## src/brc_defines.svh

```systemverilog
// Constants for the brown-out reset controller: offsets, fields, resets, timing
`ifndef BRC_DEFINES_SVH
`define BRC_DEFINES_SVH

// ****************************************************************
// Register map (byte addresses on the APB port)
// ****************************************************************
`define BRC_ADDR_W            12
`define BRC_ADDR_CTRL         12'h000
`define BRC_ADDR_PART         12'h004
`define BRC_ADDR_REV          12'h008

// ****************************************************************
// Control register fields and reset values
// ****************************************************************
`define BRC_BIT_SOFT_EN       7
`define BRC_BIT_FAST_START    6
`define BRC_BIT_READY         0
`define BRC_RST_SOFT_EN       1'h1
`define BRC_RST_FAST_START    1'h0
`define BRC_ID_W              14
// Arbitrary neutral identity values
`define BRC_PART_ID_DEFAULT   14'h0123
`define BRC_REV_ID_DEFAULT    14'h0001

// ****************************************************************
// Brown-out mode field encodings
// ****************************************************************
`define BRC_MODE_ALWAYS_ON    2'h3
`define BRC_MODE_OFF_SLEEP    2'h2
`define BRC_MODE_SOFTWARE     2'h1
`define BRC_MODE_ALWAYS_OFF   2'h0

// ****************************************************************
// Timing
// ****************************************************************
`define BRC_CLK_PERIOD_NS     5
`define BRC_POWER_UP_TIMER_MS           64
`define BRC_NS_PER_MS         1000000
`define BRC_BOR_FILTER_NS     100
`define BRC_POWER_UP_TIMER_W            24
`define BRC_FILT_W            8

`endif

```

## src/brc_pkg.sv

```systemverilog
// Types shared by the brown-out reset controller and its bench
package brc_pkg;

  // ****************************************************************
  // Inputs from outside the clock domain, synchronised on entry
  // ****************************************************************
  typedef struct packed {
    logic por_low;           // Supply below minimum operating level
    logic below_trip_high;   // Supply below high brown-out trip voltage
    logic below_trip_low;    // Supply below low brown-out trip voltage
    logic lp_bor_req;        // Low-power brown-out detector request
    logic det_ready;         // Brown-out detector ready
    logic ext_pin_n;         // External reset pin level, low resets
  } brc_async_s;

  // ****************************************************************
  // Static configuration word bits
  // ****************************************************************
  typedef struct packed {
    logic [1:0] brown_out_mode_field;
    logic       power_up_timer_enable_n;
    logic       brown_out_trip_select;
    logic       low_power_brown_out_enable_n;
    logic       external_reset_enable;
    logic       stack_reset_enable;
  } brc_cfg_s;

  // ****************************************************************
  // Same-clock requests from core logic
  // ****************************************************************
  typedef struct packed {
    logic watchdog;
    logic reset_instr;
    logic stack_ovf;
    logic stack_unf;
    logic prog_exit;
    logic sleep;
  } brc_evt_s;

  typedef enum logic [3:0] {
    BRC_ST_HOLD  = 4'b0001,
    BRC_ST_POWER_UP_TIMER  = 4'b0010,
    BRC_ST_READY = 4'b0100,
    BRC_ST_RUN   = 4'b1000
  } brc_state_e;

endpackage : brc_pkg

```

## src/brc_brownout_reset_control.sv

```systemverilog
// Reset sequencer with brown-out supervision and APB control registers
//
// Added by the designer: the placing of the registers and the APB interface to the registers.
`timescale 1ns/100ps
`default_nettype none
`include "brc_defines.svh"

module brc_brownout_reset_control #(
  parameter int              POWER_UP_TIMER_CYCLES = `BRC_POWER_UP_TIMER_MS * `BRC_NS_PER_MS / `BRC_CLK_PERIOD_NS,
  parameter logic [`BRC_ID_W-1:0] PART_ID     = `BRC_PART_ID_DEFAULT,
  parameter logic [`BRC_ID_W-1:0] REV_ID      = `BRC_REV_ID_DEFAULT
) (
  input  wire logic                   pclk,
  input  wire logic                   presetn,
  input  wire logic                   psel,
  input  wire logic                   penable,
  input  wire logic                   pwrite,
  input  wire logic [`BRC_ADDR_W-1:0] paddr,
  input  wire logic [31:0]            pwdata,
  input  wire logic [3:0]             pstrb,
  output logic      [31:0]            prdata,
  output logic                        pready,
  output logic                        pslverr,
  input  wire brc_pkg::brc_async_s    analog_in,
  input  wire brc_pkg::brc_cfg_s      cfg,
  input  wire brc_pkg::brc_evt_s      core_evt,
  output logic                        device_reset,
  output logic                        exec_hold,
  output logic                        brown_out_detector_on,
  output logic                        bandgap_force_on
);
  import brc_pkg::*;

  // Filter length: a least time, so round up to whole cycles
  localparam int FILT_CYCLES =
    (`BRC_BOR_FILTER_NS + `BRC_CLK_PERIOD_NS - 1) / `BRC_CLK_PERIOD_NS;
  localparam logic [`BRC_FILT_W-1:0] FILT_LAST = `BRC_FILT_W'(FILT_CYCLES - 1);
  localparam logic [`BRC_POWER_UP_TIMER_W-1:0] POWER_UP_TIMER_LAST = `BRC_POWER_UP_TIMER_W'(POWER_UP_TIMER_CYCLES - 1);

  // ****************************************************************
  // Input synchronisers
  // ****************************************************************
  brc_async_s meta_reg;
  brc_async_s sync_reg;

  // Reset clears both stages: presetn itself stands for power-on, so the
  // two edges before a low supply is seen cost nothing
  // Stage one feeds stage two only; everything else reads sync_reg
  always_ff @(posedge pclk or negedge presetn)
  begin
    if (!presetn)
    begin
      meta_reg <= '0;
      sync_reg <= '0;
    end
    else
    begin
      meta_reg <= analog_in;
      sync_reg <= meta_reg;
    end
  end

  // ****************************************************************
  // Detector mode decode
  // ****************************************************************
  logic       soft_en_reg;
  logic       fast_start_reg;
  logic [1:0] mode;
  logic       det_active;
  logic       below_trip;
  logic       wait_ready;
  logic       ready_seen;

  assign mode = cfg.brown_out_mode_field;

  // Detector power follows mode; software mode ignores sleep
  always_comb
  begin
    unique case (mode)
      `BRC_MODE_ALWAYS_ON:  det_active = 1'b1;
      `BRC_MODE_OFF_SLEEP:  det_active = ~core_evt.sleep;
      `BRC_MODE_SOFTWARE:   det_active = soft_en_reg;
      `BRC_MODE_ALWAYS_OFF: det_active = 1'b0;
    endcase
  end

  // Trip select one picks the low threshold comparator
  assign below_trip = cfg.brown_out_trip_select ? sync_reg.below_trip_low
                                                : sync_reg.below_trip_high;
  // Only always-on and off-in-sleep modes gate start-up on readiness
  assign wait_ready = (mode == `BRC_MODE_ALWAYS_ON) | (mode == `BRC_MODE_OFF_SLEEP);
  // Protection starts only once the detector reports ready
  assign ready_seen = det_active & sync_reg.det_ready;

  // ****************************************************************
  // Brown-out noise filter
  // ****************************************************************
  logic [`BRC_FILT_W-1:0] filt_cnt_reg;
  logic                   bor_main_reg;
  logic                   bor_any;
  logic                   por_event;

  // The counter parks at its last value, so a long dip keeps the request
  // standing without wrapping back to zero
  // Dips shorter than the filter time never reach the reset
  always_ff @(posedge pclk or negedge presetn)
  begin
    if (!presetn)
    begin
      filt_cnt_reg <= '0;
      bor_main_reg <= 1'b0;
    end
    else if (!(ready_seen && below_trip))
    begin
      filt_cnt_reg <= '0;
      bor_main_reg <= 1'b0;
    end
    else if (filt_cnt_reg == FILT_LAST)
    begin
      bor_main_reg <= 1'b1;
    end
    else
    begin
      filt_cnt_reg <= filt_cnt_reg + 1'b1;
    end
  end

  // Low-power detector joins the main one into one brown-out request
  assign bor_any   = bor_main_reg |
                     (sync_reg.lp_bor_req & ~cfg.low_power_brown_out_enable_n);
  // Leaving programming mode behaves as a fresh power-on
  assign por_event = sync_reg.por_low | core_evt.prog_exit;

  // ****************************************************************
  // Start-up sequencer
  // ****************************************************************
  brc_state_e             state_reg;
  brc_state_e             state_next;
  logic [`BRC_POWER_UP_TIMER_W-1:0] power_up_timer_cnt_reg;
  logic                   supply_ok;

  assign supply_ok = sync_reg.det_ready & ~below_trip;

  // A brown-out in the middle of the timer restarts it from zero; repeated
  // dips cost time but can never shorten the delay
  // Any power-on or brown-out sends the sequence back to the start
  always_comb
  begin
    state_next = state_reg;
    unique case (state_reg)
      BRC_ST_HOLD:
      begin
        if (!(por_event || bor_any))
        begin
          state_next = cfg.power_up_timer_enable_n ? BRC_ST_READY
                                                   : BRC_ST_POWER_UP_TIMER;
        end
      end
      BRC_ST_POWER_UP_TIMER:
      begin
        if (por_event || bor_any)
        begin
          state_next = BRC_ST_HOLD;
        end
        else if (power_up_timer_cnt_reg == POWER_UP_TIMER_LAST)
        begin
          state_next = BRC_ST_READY;
        end
      end
      BRC_ST_READY:
      begin
        if (por_event || bor_any)
        begin
          state_next = BRC_ST_HOLD;
        end
        else if (!wait_ready || supply_ok)
        begin
          state_next = BRC_ST_RUN;
        end
      end
      BRC_ST_RUN:
      begin
        if (por_event || bor_any)
        begin
          state_next = BRC_ST_HOLD;
        end
      end
      default: state_next = BRC_ST_HOLD;
    endcase
  end

  // State register
  always_ff @(posedge pclk or negedge presetn)
  begin
    if (!presetn)
    begin
      state_reg <= BRC_ST_HOLD;
    end
    else
    begin
      state_reg <= state_next;
    end
  end

  // Timer counts only in its own state, so it restarts from zero every time
  always_ff @(posedge pclk or negedge presetn)
  begin
    if (!presetn)
    begin
      power_up_timer_cnt_reg <= '0;
    end
    else if (state_reg == BRC_ST_POWER_UP_TIMER)
    begin
      power_up_timer_cnt_reg <= power_up_timer_cnt_reg + 1'b1;
    end
    else
    begin
      power_up_timer_cnt_reg <= '0;
    end
  end

  // ****************************************************************
  // Reset and control outputs
  // ****************************************************************
  logic pin_reset;
  logic core_reset;

  assign pin_reset  = cfg.external_reset_enable & ~sync_reg.ext_pin_n;
  assign core_reset = core_evt.watchdog | core_evt.reset_instr |
                      (cfg.stack_reset_enable & (core_evt.stack_ovf | core_evt.stack_unf));

  // Reading state_next lets the release come one edge after RUN is chosen
  // Core sources give a one-cycle reset; they do not restart the sequence
  // All sources merge here; start-up delays keep it high until RUN
  always_ff @(posedge pclk or negedge presetn)
  begin
    if (!presetn)
    begin
      device_reset <= 1'b1;
    end
    else
    begin
      device_reset <= (state_next != BRC_ST_RUN) | por_event | bor_any |
                      pin_reset | core_reset;
    end
  end

  // Limitation: the hold only stalls the core, the reset itself stays low
  // Wake-up in off-in-sleep mode waits for the detector to come back
  always_ff @(posedge pclk or negedge presetn)
  begin
    if (!presetn)
    begin
      exec_hold <= 1'b0;
    end
    else
    begin
      exec_hold <= (mode == `BRC_MODE_OFF_SLEEP) & ~core_evt.sleep &
                   ~sync_reg.det_ready & (state_reg == BRC_ST_RUN);
    end
  end

  // Analog enables; fast start only matters where the detector can sleep
  always_ff @(posedge pclk or negedge presetn)
  begin
    if (!presetn)
    begin
      brown_out_detector_on <= 1'b0;
      bandgap_force_on      <= 1'b0;
    end
    else
    begin
      brown_out_detector_on <= det_active;
      bandgap_force_on      <= fast_start_reg &
                               ((mode == `BRC_MODE_OFF_SLEEP) | (mode == `BRC_MODE_SOFTWARE));
    end
  end

  // ****************************************************************
  // APB slave
  // ****************************************************************
  logic acc;
  logic hit_ctrl;
  logic hit_part;
  logic hit_rev;

  assign acc      = psel & penable & pready;
  assign hit_ctrl = (paddr == `BRC_ADDR_CTRL);
  assign hit_part = (paddr == `BRC_ADDR_PART);
  assign hit_rev  = (paddr == `BRC_ADDR_REV);

  // A write in the same cycle as a restore is lost: the restore wins
  // Control bits survive every reset except power-on and brown-out
  always_ff @(posedge pclk or negedge presetn)
  begin
    if (!presetn)
    begin
      soft_en_reg    <= `BRC_RST_SOFT_EN;
      fast_start_reg <= `BRC_RST_FAST_START;
    end
    else if (por_event || bor_any)
    begin
      soft_en_reg    <= `BRC_RST_SOFT_EN;
      fast_start_reg <= `BRC_RST_FAST_START;
    end
    else if (acc && pwrite && hit_ctrl && pstrb[0])
    begin
      soft_en_reg    <= pwdata[`BRC_BIT_SOFT_EN];
      fast_start_reg <= pwdata[`BRC_BIT_FAST_START];
    end
  end

  // Read data is taken at the setup edge, so it shows state one cycle old
  // Zero wait states: answer in the first access cycle
  always_ff @(posedge pclk or negedge presetn)
  begin
    if (!presetn)
    begin
      pready  <= 1'b0;
      pslverr <= 1'b0;
      prdata  <= '0;
    end
    else
    begin
      pready  <= psel & ~penable;
      pslverr <= psel & ~penable & ~(hit_ctrl | hit_part | hit_rev) |
                 psel & ~penable & pwrite & (hit_part | hit_rev);
      prdata  <= '0;
      if (psel && !penable && !pwrite)
      begin
        if (hit_ctrl)
        begin
          prdata[`BRC_BIT_SOFT_EN]    <= soft_en_reg;
          prdata[`BRC_BIT_FAST_START] <= fast_start_reg;
          prdata[`BRC_BIT_READY]      <= ready_seen;
        end
        else if (hit_part)
        begin
          prdata[`BRC_ID_W-1:0] <= PART_ID;
        end
        else if (hit_rev)
        begin
          prdata[`BRC_ID_W-1:0] <= REV_ID;
        end
      end
    end
  end

endmodule : brc_brownout_reset_control
`default_nettype wire

```

## config.mk

```make
export PLATFORM = sky130hd
export DESIGN_NAME = brc_brownout_reset_control
export DESIGN_NICKNAME = d
export VERILOG_FILES = /design/src/brc_pkg.sv /design/src/brc_brownout_reset_control.sv
export VERILOG_INCLUDE_DIRS = /design/src /design/src/src
export SDC_FILE = /design/constraint.sdc
export NUM_CORES = 1
export LEC_CHECK = 0
export BUFFER_PORTS_ARGS = -buffer_cell sky130_fd_sc_hd__buf_2
export CELL_PAD_IN_SITES_DETAIL_PLACEMENT = 1
export CELL_PAD_IN_SITES_GLOBAL_PLACEMENT = 2
export CORE_MARGIN = 1.5
export CORE_UTILIZATION = 32
export DETAILED_ROUTE_END_ITERATION = 7
export PLACE_DENSITY = 0.9
export RECOVER_POWER = 25
export SLEW_MARGIN = 20
export SYNTH_ARGS = -nofsm -noshare
export SYNTH_HDL_FRONTEND = slang
export SYNTH_SLANG_ARGS = --single-unit
```

## constraint.sdc

```tcl
create_clock -name pclk -period 5.8 [get_ports pclk]
set_clock_uncertainty 0.2 [all_clocks]
set_input_delay 0.29 -clock pclk [delete_from_list [all_inputs] [get_ports pclk]]
set_output_delay 0.29 -clock pclk [all_outputs]
set_load 0.01 [all_outputs]
```

==> results_tabular.tex, run 1 <==
\begin{tabular}{lr}
\hline
Metric & Value \\
\hline
\multicolumn{2}{l}{\textbf{Logic synthesis}} \\
Number of distinct library cells after synthesis & 50 \\
Avg Cell Area, Syn & 10.2 um\^{}2 \\
Cell taking the most area after synthesis & sky130\_fd\_sc\_hd\_\_dfrtp\_1 \\
Number of enable flip-flop cells after synthesis & 0 \\
Number of warnings printed during yosys synthesis & 0 \\
Proportion of netlist area held by the largest area contributor & 0.474 \\
Leading register cell type out of synthesis & sky130\_fd\_sc\_hd\_\_dfrtp\_1 \\
Netlist area before placement & 3060 um\^{}2 \\
Most instantiated library cell after synthesis & sky130\_fd\_sc\_hd\_\_dfrtp\_1 \\
Synth area leaders & sky130\_fd\_sc\_hd\_\_dfrtp\_1 (47\%), sky130\_fd\_sc\_hd\_\_buf\_4 (6.9\%), sky130\_fd\_sc\_hd\_\_xor2\_1 (3.4\%) \\
Async set or reset register ratio after synthesis & 1.00 \\
Sequential area share after synthesis & 0.500 \\
Synth cell count leaders & sky130\_fd\_sc\_hd\_\_dfrtp\_1 (58), sky130\_fd\_sc\_hd\_\_buf\_4 (28), sky130\_fd\_sc\_hd\_\_nor2\_1 (26), sky130\_fd\_sc\_hd\_\_a21oi\_1 (15), sky130\_fd\_sc\_hd\_\_nand2\_1 (15) \\
Post-Synthesis Cells & 300 \\
Post-synthesis sequential element count & 61 \\
\multicolumn{2}{l}{\textbf{Route}} \\
Routed vias/inst & 4.75 \\
First-pass iteration count of the detailed router & 4 \\
Detailed route wirelength on metal2 & 3.54 mm \\
Highest metal layer used by the detailed router & met4 \\
Detailed-route wire length per cell & 13.5 um \\
Met1 WL & 2.88 mm \\
Total length of routed met3 wires & 322 um \\
Antenna Nets Post-Route & 0 \\
Routed wire length & 6.77 mm \\
Total via count after detailed routing & 2384 \\
DRT iter0 DRCs & 72 \\
Total DRC errors in the routed layout & 0 \\
\multicolumn{2}{l}{\textbf{Power}} \\
Net switching fraction of the power & 0.249 \\
Share of power burned in combinational logic & 0.079 \\
P\_int & 626 uW \\
Pwr/cell area & 229 nW/um\^{}2 \\
Leak Pwr & 1.55 nW \\
Maximum ir drop on the vdd rail & 127 uV \\
Switching power total & 208 uW \\
Relative contribution of the clock network to total power & 0.395 \\
Sequential fraction of design power & 0.526 \\
\multicolumn{2}{l}{\textbf{Run}} \\
Number of max-cap violations & 0 \\
\multicolumn{2}{l}{\textbf{Worst setup path}} \\
Total number of cells along the worst setup path & 4 \\
Worst r2r path cells & 4 \\
Library cell appearing most often on the critical path & sky130\_fd\_sc\_hd\_\_a211oi\_1 \\
Critical path data arrival time & 2520 ps \\
Setup Crit Path Kind & flip-flop to flip-flop \\
Worst path cell trace & or4b\_1 -> nor4b\_1 -> a211oi\_1 -> a211oi\_1 \\
Biggest cell delay along the critical path & 950 ps \\
Critical-path top delay cell & sky130\_fd\_sc\_hd\_\_or4b\_1 \\
CP Data Required Time & 5840 ps \\
Worst path buffer plus inverter count & 0 \\
Startpoint of the lowest-slack register-to-register path & state\_reg[3]\$\_DFF\_PN0\_ \\
Start point of the critical path & state\_reg[3]\$\_DFF\_PN0\_ \\
End of the worst register-to-register path & state\_reg[2]\$\_DFF\_PN0\_ \\
Family with the most delay on the worst path & simple AND/OR/NAND/NOR gates \\
Worst Setup Start Kind & flip-flop \\
Register-to-Register Setup Slack & 3330 ps \\
Endpoint class of the critical path & flip-flop \\
Maximum fanout count along the critical path & 23 \\
\multicolumn{2}{l}{\textbf{Clocking}} \\
Buffers from clock root to sink, at most & 2 \\
H-Tree Level Count & 3 \\
Clk sink count & 61 \\
Count of hold-fix buffers inserted at cts & 16 \\
Post-CTS Resized & 0 \\
Clock tree from TritonCTS & done \\
Clk Latency, worst-skew pair & 340 ps \\
Num CTS Buffers & 9 \\
Buffer cell driving the clock tree root & sky130\_fd\_sc\_hd\_\_clkbuf\_8 \\
Clock slew seen by the registers of the worst setup and hold paths & 70 ps \\
Post-CTS Setup Bufs & 0 \\
\multicolumn{2}{l}{\textbf{STA}} \\
Final hold vios & 0 \\
Slew @ Worst Pin & 819 ps \\
Period utilization & 0.426 \\
Final min period & 2470 ps \\
Setup TNS & 0 ps \\
Worst max-slew margin expressed relative to the limit & 0.454 \\
Maximum frequency from static timing analysis & 405 MHz \\
Max Slew Vio Count & 0 \\
Worst hold slack & 45.3 ps \\
Setup repair after global routing missed its margin & no \\
Endpoints failing setup & 0 \\
\multicolumn{2}{l}{\textbf{Outcome}} \\
Outcome & finished clean \\
\multicolumn{2}{l}{\textbf{Worst hold path}} \\
Hold Path Class & primary input to flip-flop \\
Terminating pin of the worst hold path & state\_reg[1]\$\_DFF\_PN0\_ \\
Depth of the worst hold-timing path & 3 \\
Hold path startpoint & cfg[4] \\
\multicolumn{2}{l}{\textbf{GRT}} \\
First-pass GRT wire length & 11.5 mm \\
Overflow after GRT & 0 \\
Largest net degree at the start of global routing & 62 \\
Via count of the first global-routing pass & 2515 \\
Number of antenna violations at the first check in global routing & 0 \\
GRT Resource Usage Total & 0.146 \\
\multicolumn{2}{l}{\textbf{Place}} \\
Number of buffers added on ports & 50 \\
Sum of net half-perimeters after detailed placement & 4.75 mm \\
Last weighted congestion value of the routability-driven placer & 0.773 \\
\multicolumn{2}{l}{\textbf{Cells and area}} \\
Number of flip-flops under the largest register name & 24 \\
Layout-stage area growth over the synthesis result & 19.0\% \\
Layout cells sized above 1 & 0.172 \\
\# fillers & 1093 \\
Combined area of the multi-input logic cells & 1370 um\^{}2 \\
Count of inserted antenna diode cells & 0 \\
Final net count & 445 \\
Register area & 1530 um\^{}2 \\
\multicolumn{2}{l}{\textbf{Die}} \\
Die width & 101 um \\
Initial Util & 0.331 \\
I/O pin total & 110 \\
Full die area & 10200 um\^{}2 \\
Vertical extent of the die & 101 um \\
Core region area & 9240 um\^{}2 \\
Std cell rows & 35 \\
\hline
\end{tabular}
per-layer routing:
layer | vias to the layer above | track usage
met2 | 54 | 0.251
met5 | - | 0
met4 | 0 | 0.0423
met3 | 2 | 0.0513
li1 | 1147 | -
met1 | 1181 | 0.172
worst max path at each step:
stage / to / slack [ps]
CTS: state_reg[2]$_DFF_PN0_ / 3310
global placement: state_reg[2]$_DFF_PN0_ / 3340
finish: state_reg[2]$_DFF_PN0_ / 3330
detailed placement: state_reg[2]$_DFF_PN0_ / 3350
global route: state_reg[2]$_DFF_PN0_ / 3080
floorplan: power_up_timer_cnt_reg[23]$_DFF_PN0_ / 3830
final cells by class:
type | count | area share
inverters | 4 | 0.00412
repair buffers | 67 | 0.110
multi-input cells | 225 | 0.375
clock inverters | 4 | 0.00687
flip-flops and latches | 61 | 0.420
clock buffers | 12 | 0.0398
well taps | 129 | 0.0443
cell families after synthesis:
family | synth area share
compound gates | 0.0931
xor+xnor | 0.0486
fa+ha+maj | 0.0237
buf+inv | 0.0850
flops | 0.500
mux | 0.00654
other cells | 0.00122
simple gates | 0.242
layout by cell type (no fill, tap or decap), types with 11 or more instances in the layout:
| cell | count |
|---|---|
| sky130_fd_sc_hd__conb_1 | 26 |
| sky130_fd_sc_hd__clkbuf_1 | 16 |
| sky130_fd_sc_hd__buf_2 | 36 |
| sky130_fd_sc_hd__dlygate4sd3_1 | 16 |
| sky130_fd_sc_hd__nand2_1 | 15 |
| sky130_fd_sc_hd__o21ai_0 | 11 |
| sky130_fd_sc_hd__dfrtp_1 | 58 |
| sky130_fd_sc_hd__xor2_1 | 12 |
| sky130_fd_sc_hd__nor2_1 | 26 |
| sky130_fd_sc_hd__a21oi_1 | 15 |
| sky130_fd_sc_hd__nand3_1 | 12 |
worst min-delay path, delay by kind of cell:
family / cells / cell delay, ps
and+or+nand+nor: 1 / 110
buffers and inverters: 1 / 90
AOI/OAI and AO/OA: 1 / 60
power by group through the flow:
| stage | Clock [mW] | Combinational [mW] | Sequential (mW) |
|---|---|---|---|
| after floorplan | 0 | 0.0433 | 0.444 |
| after global placement | 0 | 0.0574 | 0.447 |
| after detailed placement | 0 | 0.0593 | 0.447 |
| after CTS | 0.343 | 0.0672 | 0.439 |
| after global routing | 0.364 | 0.0747 | 0.440 |
| final | 0.329 | 0.0659 | 0.439 |
through the flow:
step                      total power, mW  utilization  cell area [um^2]  cells  worst slack (ps)
after floorplan                     0.487            -              3160    325              3830
after global placement              0.504        0.360              3330    470              3340
after detailed placement            0.506        0.360              3330    470              3350
after CTS                           0.850        0.396              3660    502              3310
after global routing                0.879        0.394              3640    502              3080
final                               0.834        0.394              3640    502              3330
No activity file was read; power rests on OpenSTA's default activity.
==> run 2: changes to the inputs <==
--- a/config.mk
+++ b/config.mk
@@ -10,9 +10,9 @@
 export CELL_PAD_IN_SITES_DETAIL_PLACEMENT = 1
 export CELL_PAD_IN_SITES_GLOBAL_PLACEMENT = 2
 export CORE_MARGIN = 1.5
-export CORE_UTILIZATION = 32
+export CORE_UTILIZATION = 27
 export DETAILED_ROUTE_END_ITERATION = 7
-export PLACE_DENSITY = 0.9
+export PLACE_DENSITY = 0.81
 export RECOVER_POWER = 25
 export SLEW_MARGIN = 20
 export SYNTH_ARGS = -nofsm -noshare
==> constraint.sdc (replaced) <==
create_clock -name pclk -period 2.1 [get_ports pclk]
set_clock_uncertainty 0.2 [all_clocks]
set_input_delay 0.105 -clock pclk [delete_from_list [all_inputs] [get_ports pclk]]
set_output_delay 0.105 -clock pclk [all_outputs]
set_load 0.01 [all_outputs]
==> run 2 against run 1 <==
  * Cell count up 8.4%
  * First-iteration DRC count down 44%
  * Non-clock buffer count up 30
  * Maximum frequency up 20%
  * Combinational power rose to 3.1 times the previous value
  * Hold slack worse by 35 ps
  * Flip-flop and latch count unchanged
  * Largest cell class unchanged
==> results_tabular.tex, run 2 (synthesis gave the netlist of run 1 again) <==
\begin{tabular}{lr}
\hline
Metric & Value \\
\hline
\multicolumn{2}{l}{\textbf{Outcome}} \\
Outcome & finished clean \\
\multicolumn{2}{l}{\textbf{Worst setup path}} \\
Start point of the critical path & power\_up\_timer\_cnt\_reg[6]\$\_DFF\_PN0\_ \\
CP Data Required Time & 2160 ps \\
Startpoint of the lowest-slack register-to-register path & power\_up\_timer\_cnt\_reg[6]\$\_DFF\_PN0\_ \\
Endpoint class of the critical path & flip-flop \\
Register-to-Register Setup Slack & 40 ps \\
Critical path data arrival time & 2120 ps \\
Worst Setup Start Kind & flip-flop \\
End of the worst register-to-register path & power\_up\_timer\_cnt\_reg[17]\$\_DFF\_PN0\_ \\
Worst Setup EP & power\_up\_timer\_cnt\_reg[17]\$\_DFF\_PN0\_ \\
Worst r2r path cells & 4 \\
Maximum fanout count along the critical path & 6 \\
Setup Crit Path Kind & flip-flop to flip-flop \\
\multicolumn{2}{l}{\textbf{Die}} \\
I/O pin total & 110 \\
Die width & 110 um \\
Initial Util & 0.280 \\
Std cell rows & 38 \\
Full die area & 12000 um\^{}2 \\
Core region area & 10900 um\^{}2 \\
Vertical extent of the die & 110 um \\
\multicolumn{2}{l}{\textbf{Route}} \\
Routed wire length & 7.61 mm \\
Total DRC errors in the routed layout & 0 \\
DRT iter0 DRCs & 40 \\
Antenna Nets Post-Route & 0 \\
First-pass iteration count of the detailed router & 4 \\
Detailed-route wire length per cell & 14.0 um \\
Total via count after detailed routing & 2568 \\
Routed vias/inst & 4.72 \\
\multicolumn{2}{l}{\textbf{STA}} \\
Setup repair after global routing missed its margin & yes \\
Max Slew Vio Count & 0 \\
Period utilization & 0.982 \\
Maximum frequency from static timing analysis & 485 MHz \\
Slew @ Worst Pin & 1280 ps \\
Final min period & 2060 ps \\
Worst max-slew margin expressed relative to the limit & 0.145 \\
Final hold vios & 0 \\
Worst hold slack & 10.7 ps \\
Endpoints failing setup & 0 \\
\multicolumn{2}{l}{\textbf{Clocking}} \\
Buffer cell driving the clock tree root & sky130\_fd\_sc\_hd\_\_clkbuf\_16 \\
H-Tree Level Count & 3 \\
Buffers from clock root to sink, at most & 2 \\
Clock tree from TritonCTS & done \\
Clock slew seen by the registers of the worst setup and hold paths & 50 ps \\
Num CTS Buffers & 9 \\
Clk Latency, worst-skew pair & 330 ps \\
Clk sink count & 61 \\
\multicolumn{2}{l}{\textbf{Cells and area}} \\
Final std cells w/o fill & 544 \\
Share of the core filled with cells & 0.374 \\
Combined area of the multi-input logic cells & 1430 um\^{}2 \\
Register area & 1530 um\^{}2 \\
Commonest cells after routing, fill and taps aside & sky130\_fd\_sc\_hd\_\_dfrtp\_1 (58), sky130\_fd\_sc\_hd\_\_buf\_2 (49), sky130\_fd\_sc\_hd\_\_nor2\_1 (26), sky130\_fd\_sc\_hd\_\_conb\_1 (26), sky130\_fd\_sc\_hd\_\_dlygate4sd3\_1 (25) \\
Layout cells sized above 1 & 0.277 \\
\# fillers & 1287 \\
Most common cell after layout, fill and taps aside & sky130\_fd\_sc\_hd\_\_dfrtp\_1 \\
Layout-stage area growth over the synthesis result & 33.5\% \\
Count of inserted antenna diode cells & 0 \\
Final net count & 476 \\
Number of flip-flops under the largest register name & 24 \\
\multicolumn{2}{l}{\textbf{GRT}} \\
Largest net degree at the start of global routing & 37 \\
Number of antenna violations at the first check in global routing & 0 \\
Overflow after GRT & 0 \\
First-pass GRT wire length & 13.0 mm \\
Via count of the first global-routing pass & 2731 \\
GRT Resource Usage Total & 0.141 \\
\multicolumn{2}{l}{\textbf{Power}} \\
Maximum ir drop on the vdd rail & 279 uV \\
Pwr/cell area & 678 nW/um\^{}2 \\
Leak Pwr & 1.80 nW \\
\multicolumn{2}{l}{\textbf{Place}} \\
Number of buffers added on ports & 50 \\
Last weighted congestion value of the routability-driven placer & 0.764 \\
Sum of net half-perimeters after detailed placement & 5.20 mm \\
Placed cells & 499 \\
\multicolumn{2}{l}{\textbf{Worst hold path}} \\
Depth of the worst hold-timing path & 3 \\
Hold Path Class & primary input to flip-flop \\
Hold path startpoint & pwrite \\
\multicolumn{2}{l}{\textbf{Run}} \\
Number of max-cap violations & 0 \\
\hline
\end{tabular}
run 2: changes by cell type in the layout (fill, tap and decap cells not counted), moves of 2 or more:
| cell | before | now |
|---|---|---|
| sky130_fd_sc_hd__buf_4 | 1 | 20 |
| sky130_fd_sc_hd__clkbuf_1 | 16 | 2 |
| sky130_fd_sc_hd__buf_2 | 36 | 49 |
| sky130_fd_sc_hd__clkbuf_8 | 10 | 0 |
| sky130_fd_sc_hd__clkbuf_16 | 0 | 9 |
| sky130_fd_sc_hd__dlygate4sd3_1 | 16 | 25 |
| sky130_fd_sc_hd__a21oi_1 | 15 | 10 |
| sky130_fd_sc_hd__a21oi_2 | 0 | 5 |
| sky130_fd_sc_hd__clkinv_4 | 0 | 2 |
| sky130_fd_sc_hd__or3_4 | 0 | 2 |
| sky130_fd_sc_hd__or4_1 | 6 | 4 |
| sky130_fd_sc_hd__or4_4 | 1 | 3 |
run 2: worst min path at each step:
stage	to	slack, ps
6_report	pslverr$_DFF_PN0_	10
5_1_grt	pslverr$_DFF_PN0_	40
4_1_cts	pslverr$_DFF_PN0_	10
3_5_place_dp	meta_reg[0]$_DFF_PN0_	-70
3_3_place_gp	sync_reg[0]$_DFF_PN0_	-80
2_1_floorplan	bandgap_force_on$_DFF_PN0_	-390
run 2: stage by stage:
step	instance area, um^2	setup slack (ps)	power (mW)	setup TNS [ps]
5_1_grt	4090	-86.8	2.89	-285
6_report	4090	37.8	2.77	0
3_5_place_dp	3480	-46.9	1.40	-60.9
4_1_cts	4030	0.934	2.81	0
2_1_floorplan	3160	133	1.35	0
3_3_place_gp	3480	28.0	1.40	0
run 2: timing repair:
action / in CTS / in global routing
endpoints found under the setup margin: 2 / 9
endpoints found under the hold margin: 78 / 0
gates cloned: 1 / 0
hold buffers: 25 / 0
pin swaps: 3 / 6
buffers inserted: 2 / 1
resized for setup: 1 / 14
run 2: per-layer routing:
layer	vias to the layer above	part of all wire	GRT usage
li1	1223	-	-
met1	1285	0.43	0.163
met2	54	0.52	0.247
met3	6	0.042	0.0427
met4	0	0.0092	0.0445
met5	-	0	0
run 2: power breakdown:
group / switching [mW] / total (mW) / internal [mW]
logic: 0.112 / 0.203 / 0.0906
registers: 0.0121 / 1.21 / 1.20
clock network: 0.559 / 1.36 / 0.800
total: 0.683 / 2.77 / 2.09
run 2: worst max-delay path: stages, from the launching register on:
cell,delay (ps)
sky130_fd_sc_hd__dfrtp_1,360
sky130_fd_sc_hd__nand4_1,160
sky130_fd_sc_hd__or4_4,640
sky130_fd_sc_hd__or3_2,490
sky130_fd_sc_hd__a21oi_2,140
run 2: area by class of cell:
| class | count | share of cell area |
|---|---|---|
| clock inverter | 7 | 0.0125 |
| inverter | 4 | 0.00367 |
| multi-input combinational | 226 | 0.349 |
| sequential | 61 | 0.374 |
| timing repair buffer | 97 | 0.163 |
| tap | 140 | 0.0429 |
| clock buffer | 9 | 0.0551 |
==> run 3: changes to the inputs <==
--- a/config.mk
+++ b/config.mk
@@ -9,7 +9,7 @@
 export BUFFER_PORTS_ARGS = -buffer_cell sky130_fd_sc_hd__buf_2
 export CELL_PAD_IN_SITES_DETAIL_PLACEMENT = 1
 export CELL_PAD_IN_SITES_GLOBAL_PLACEMENT = 2
-export CORE_MARGIN = 1.5
+export CORE_MARGIN = 4
 export CORE_UTILIZATION = 27
 export DETAILED_ROUTE_END_ITERATION = 7
 export PLACE_DENSITY = 0.81
==> run 3 against run 2 <==
  * Cell count rose by 0.37%
  * Flip-flop and latch count did not move
  * Design area fell by 0.55%
  * Via count fell by 1.3%
  * Die area rose by 9.3%
  * Sequential power barely moved
  * Utilization fell by 0.37 points
  * Global-route usage fell by 1.3 points
  * Maximum frequency rose by 0.20%
  * Clock power barely moved
  * Combinational power rose by 4%
  * Routed wire length rose by 5.0%
  * Largest power group unchanged
==> results_tabular.tex, run 3 (synthesis gave the netlist of run 1 again) <==
\begin{tabular}{lr}
\hline
Metric & Value \\
\hline
\multicolumn{2}{l}{\textbf{GRT}} \\
Via count of the first global-routing pass & 2738 \\
Largest net degree at the start of global routing & 27 \\
GRT Resource Usage Total & 0.128 \\
Overflow after GRT & 0 \\
First-pass GRT wire length & 13.1 mm \\
Number of antenna violations at the first check in global routing & 0 \\
\multicolumn{2}{l}{\textbf{Cells and area}} \\
Most common cell after layout, fill and taps aside & sky130\_fd\_sc\_hd\_\_dfrtp\_1 \\
Layout-stage area growth over the synthesis result & 32.7\% \\
\# fillers & 1249 \\
Share of the core filled with cells & 0.370 \\
Final std cells w/o fill & 546 \\
Layout cells sized above 1 & 0.244 \\
Combined area of the multi-input logic cells & 1400 um\^{}2 \\
Number of flip-flops under the largest register name & 24 \\
Count of inserted antenna diode cells & 0 \\
Register area & 1530 um\^{}2 \\
Final net count & 478 \\
Commonest cells after routing, fill and taps aside & sky130\_fd\_sc\_hd\_\_dfrtp\_1 (58), sky130\_fd\_sc\_hd\_\_buf\_2 (41), sky130\_fd\_sc\_hd\_\_nor2\_1 (26), sky130\_fd\_sc\_hd\_\_conb\_1 (26), sky130\_fd\_sc\_hd\_\_dlygate4sd3\_1 (25) \\
Area of all placed cells without fillers & 4070 um\^{}2 \\
\multicolumn{2}{l}{\textbf{STA}} \\
Setup repair after global routing missed its margin & yes \\
Final hold vios & 0 \\
Slew @ Worst Pin & 723 ps \\
Endpoints failing setup & 0 \\
Maximum frequency from static timing analysis & 486 MHz \\
Period utilization & 0.980 \\
Max Slew Vio Count & 0 \\
Worst max-slew margin expressed relative to the limit & 0.518 \\
Final min period & 2060 ps \\
\multicolumn{2}{l}{\textbf{Power}} \\
Pwr/cell area & 682 nW/um\^{}2 \\
Power consumption & 2.77 mW \\
Net switching fraction of the power & 0.246 \\
Relative contribution of the clock network to total power & 0.487 \\
Leak Pwr & 1.78 nW \\
Switching power total & 680 uW \\
Maximum ir drop on the vdd rail & 301 uV \\
Share of power burned in combinational logic & 0.077 \\
P\_int & 2.09 mW \\
Sequential fraction of design power & 0.436 \\
\multicolumn{2}{l}{\textbf{Route}} \\
Routed vias/inst & 4.64 \\
Total via count after detailed routing & 2535 \\
Total DRC errors in the routed layout & 0 \\
Detailed-route wire length per cell & 14.6 um \\
Highest metal layer used by the detailed router & met4 \\
DRT iter0 DRCs & 39 \\
Detailed route wirelength on metal2 & 4.18 mm \\
Total length of routed met3 wires & 383 um \\
Antenna Nets Post-Route & 0 \\
First-pass iteration count of the detailed router & 4 \\
Routed wire length & 7.99 mm \\
Met1 WL & 3.31 mm \\
\multicolumn{2}{l}{\textbf{Clocking}} \\
Buffers from clock root to sink, at most & 2 \\
Clock slew seen by the registers of the worst setup and hold paths & 50 ps \\
Clock tree from TritonCTS & done \\
H-Tree Level Count & 3 \\
Clk Latency, worst-skew pair & 330 ps \\
Clk sink count & 61 \\
Buffer cell driving the clock tree root & sky130\_fd\_sc\_hd\_\_clkbuf\_16 \\
Num CTS Buffers & 9 \\
\multicolumn{2}{l}{\textbf{Place}} \\
Area of placed instances & 3490 um\^{}2 \\
Last weighted congestion value of the routability-driven placer & 0.791 \\
Sum of net half-perimeters after detailed placement & 5.54 mm \\
Number of buffers added on ports & 50 \\
Placed cells & 501 \\
\multicolumn{2}{l}{\textbf{Worst setup path}} \\
Maximum fanout count along the critical path & 4 \\
Critical path data arrival time & 2110 ps \\
CP Data Required Time & 2160 ps \\
Endpoint class of the critical path & flip-flop \\
Worst Setup Start Kind & flip-flop \\
Setup Crit Path Kind & flip-flop to flip-flop \\
\multicolumn{2}{l}{\textbf{Run}} \\
Number of max-cap violations & 0 \\
\multicolumn{2}{l}{\textbf{Outcome}} \\
Outcome & finished clean \\
\multicolumn{2}{l}{\textbf{Die}} \\
I/O pin total & 110 \\
Std cell rows & 38 \\
Full die area & 13100 um\^{}2 \\
Die width & 115 um \\
Initial Util & 0.279 \\
Vertical extent of the die & 115 um \\
Core region area & 11000 um\^{}2 \\
\multicolumn{2}{l}{\textbf{Worst hold path}} \\
Hold Path Class & primary input to flip-flop \\
\hline
\end{tabular}
run 3: routing by layer:
metal  up-vias  track usage
met5         -            0
met4         0       0.0451
met3        10       0.0418
met2        58        0.224
met1      1243        0.146
li1       1224            -
run 3: layout make-up:
cell class | count | share of cell area
clock buffer | 9 | 0.0554
clock inverter | 7 | 0.0126
inverter | 4 | 0.00369
multi-input combinational | 226 | 0.345
sequential | 61 | 0.376
tap | 140 | 0.0431
timing repair buffer | 99 | 0.164
run 3: per-stage QoR:
step	hold WS [ps]	worst slack, ps	TNS [ps]
6_report	48.2	41.9	0
5_1_grt	73.3	-31.7	-80.0
4_1_cts	3.38	7.39	0
3_5_place_dp	-190	-22.5	-26.8
3_3_place_gp	-198	23.0	0
2_1_floorplan	-391	133	0
run 3: final timing paths:
kind	depth (start not counted)	slack, ps	end	from
min reg2reg	0	150	sync_reg[3]$_DFF_PN0_	meta_reg[3]$_DFF_PN0_
max	5	40	power_up_timer_cnt_reg[19]$_DFF_PN0_	power_up_timer_cnt_reg[8]$_DFF_PN0_
max in group asynchronous	3	490	sync_reg[0]$_DFF_PN0_	presetn
min	5	50	fast_start_reg$_DFFE_PN0P_	paddr[7]
min in group asynchronous	2	170	power_up_timer_cnt_reg[1]$_DFF_PN0_	presetn
max reg2reg	5	40	power_up_timer_cnt_reg[19]$_DFF_PN0_	power_up_timer_cnt_reg[8]$_DFF_PN0_
run 3: timing repair:
item                                    CTS  global route
endpoints found under the setup margin    2             9
gates resized for setup                   1             5
hold buffers                             25             1
hold endpoints to repair                 79             1
buffers inserted                          1             2
cloned                                    0             1
pin swaps                                 1             8
run 3: power by group through the flow:
stage	logic (mW)	registers (mW)	clock network, mW
after floorplan	0.120	1.23	0
after global placement	0.175	1.23	0
after detailed placement	0.179	1.23	0
after CTS	0.214	1.21	1.40
after global routing	0.240	1.21	1.46
final	0.212	1.21	1.35
run 3: critical path: stages, from the launching register on:
cell and delay [ps]:
sky130_fd_sc_hd__dfrtp_1 370, sky130_fd_sc_hd__nand4_1 150, sky130_fd_sc_hd__buf_4 180, sky130_fd_sc_hd__or4_4 570, sky130_fd_sc_hd__or3_4 390, sky130_fd_sc_hd__a21oi_2 140
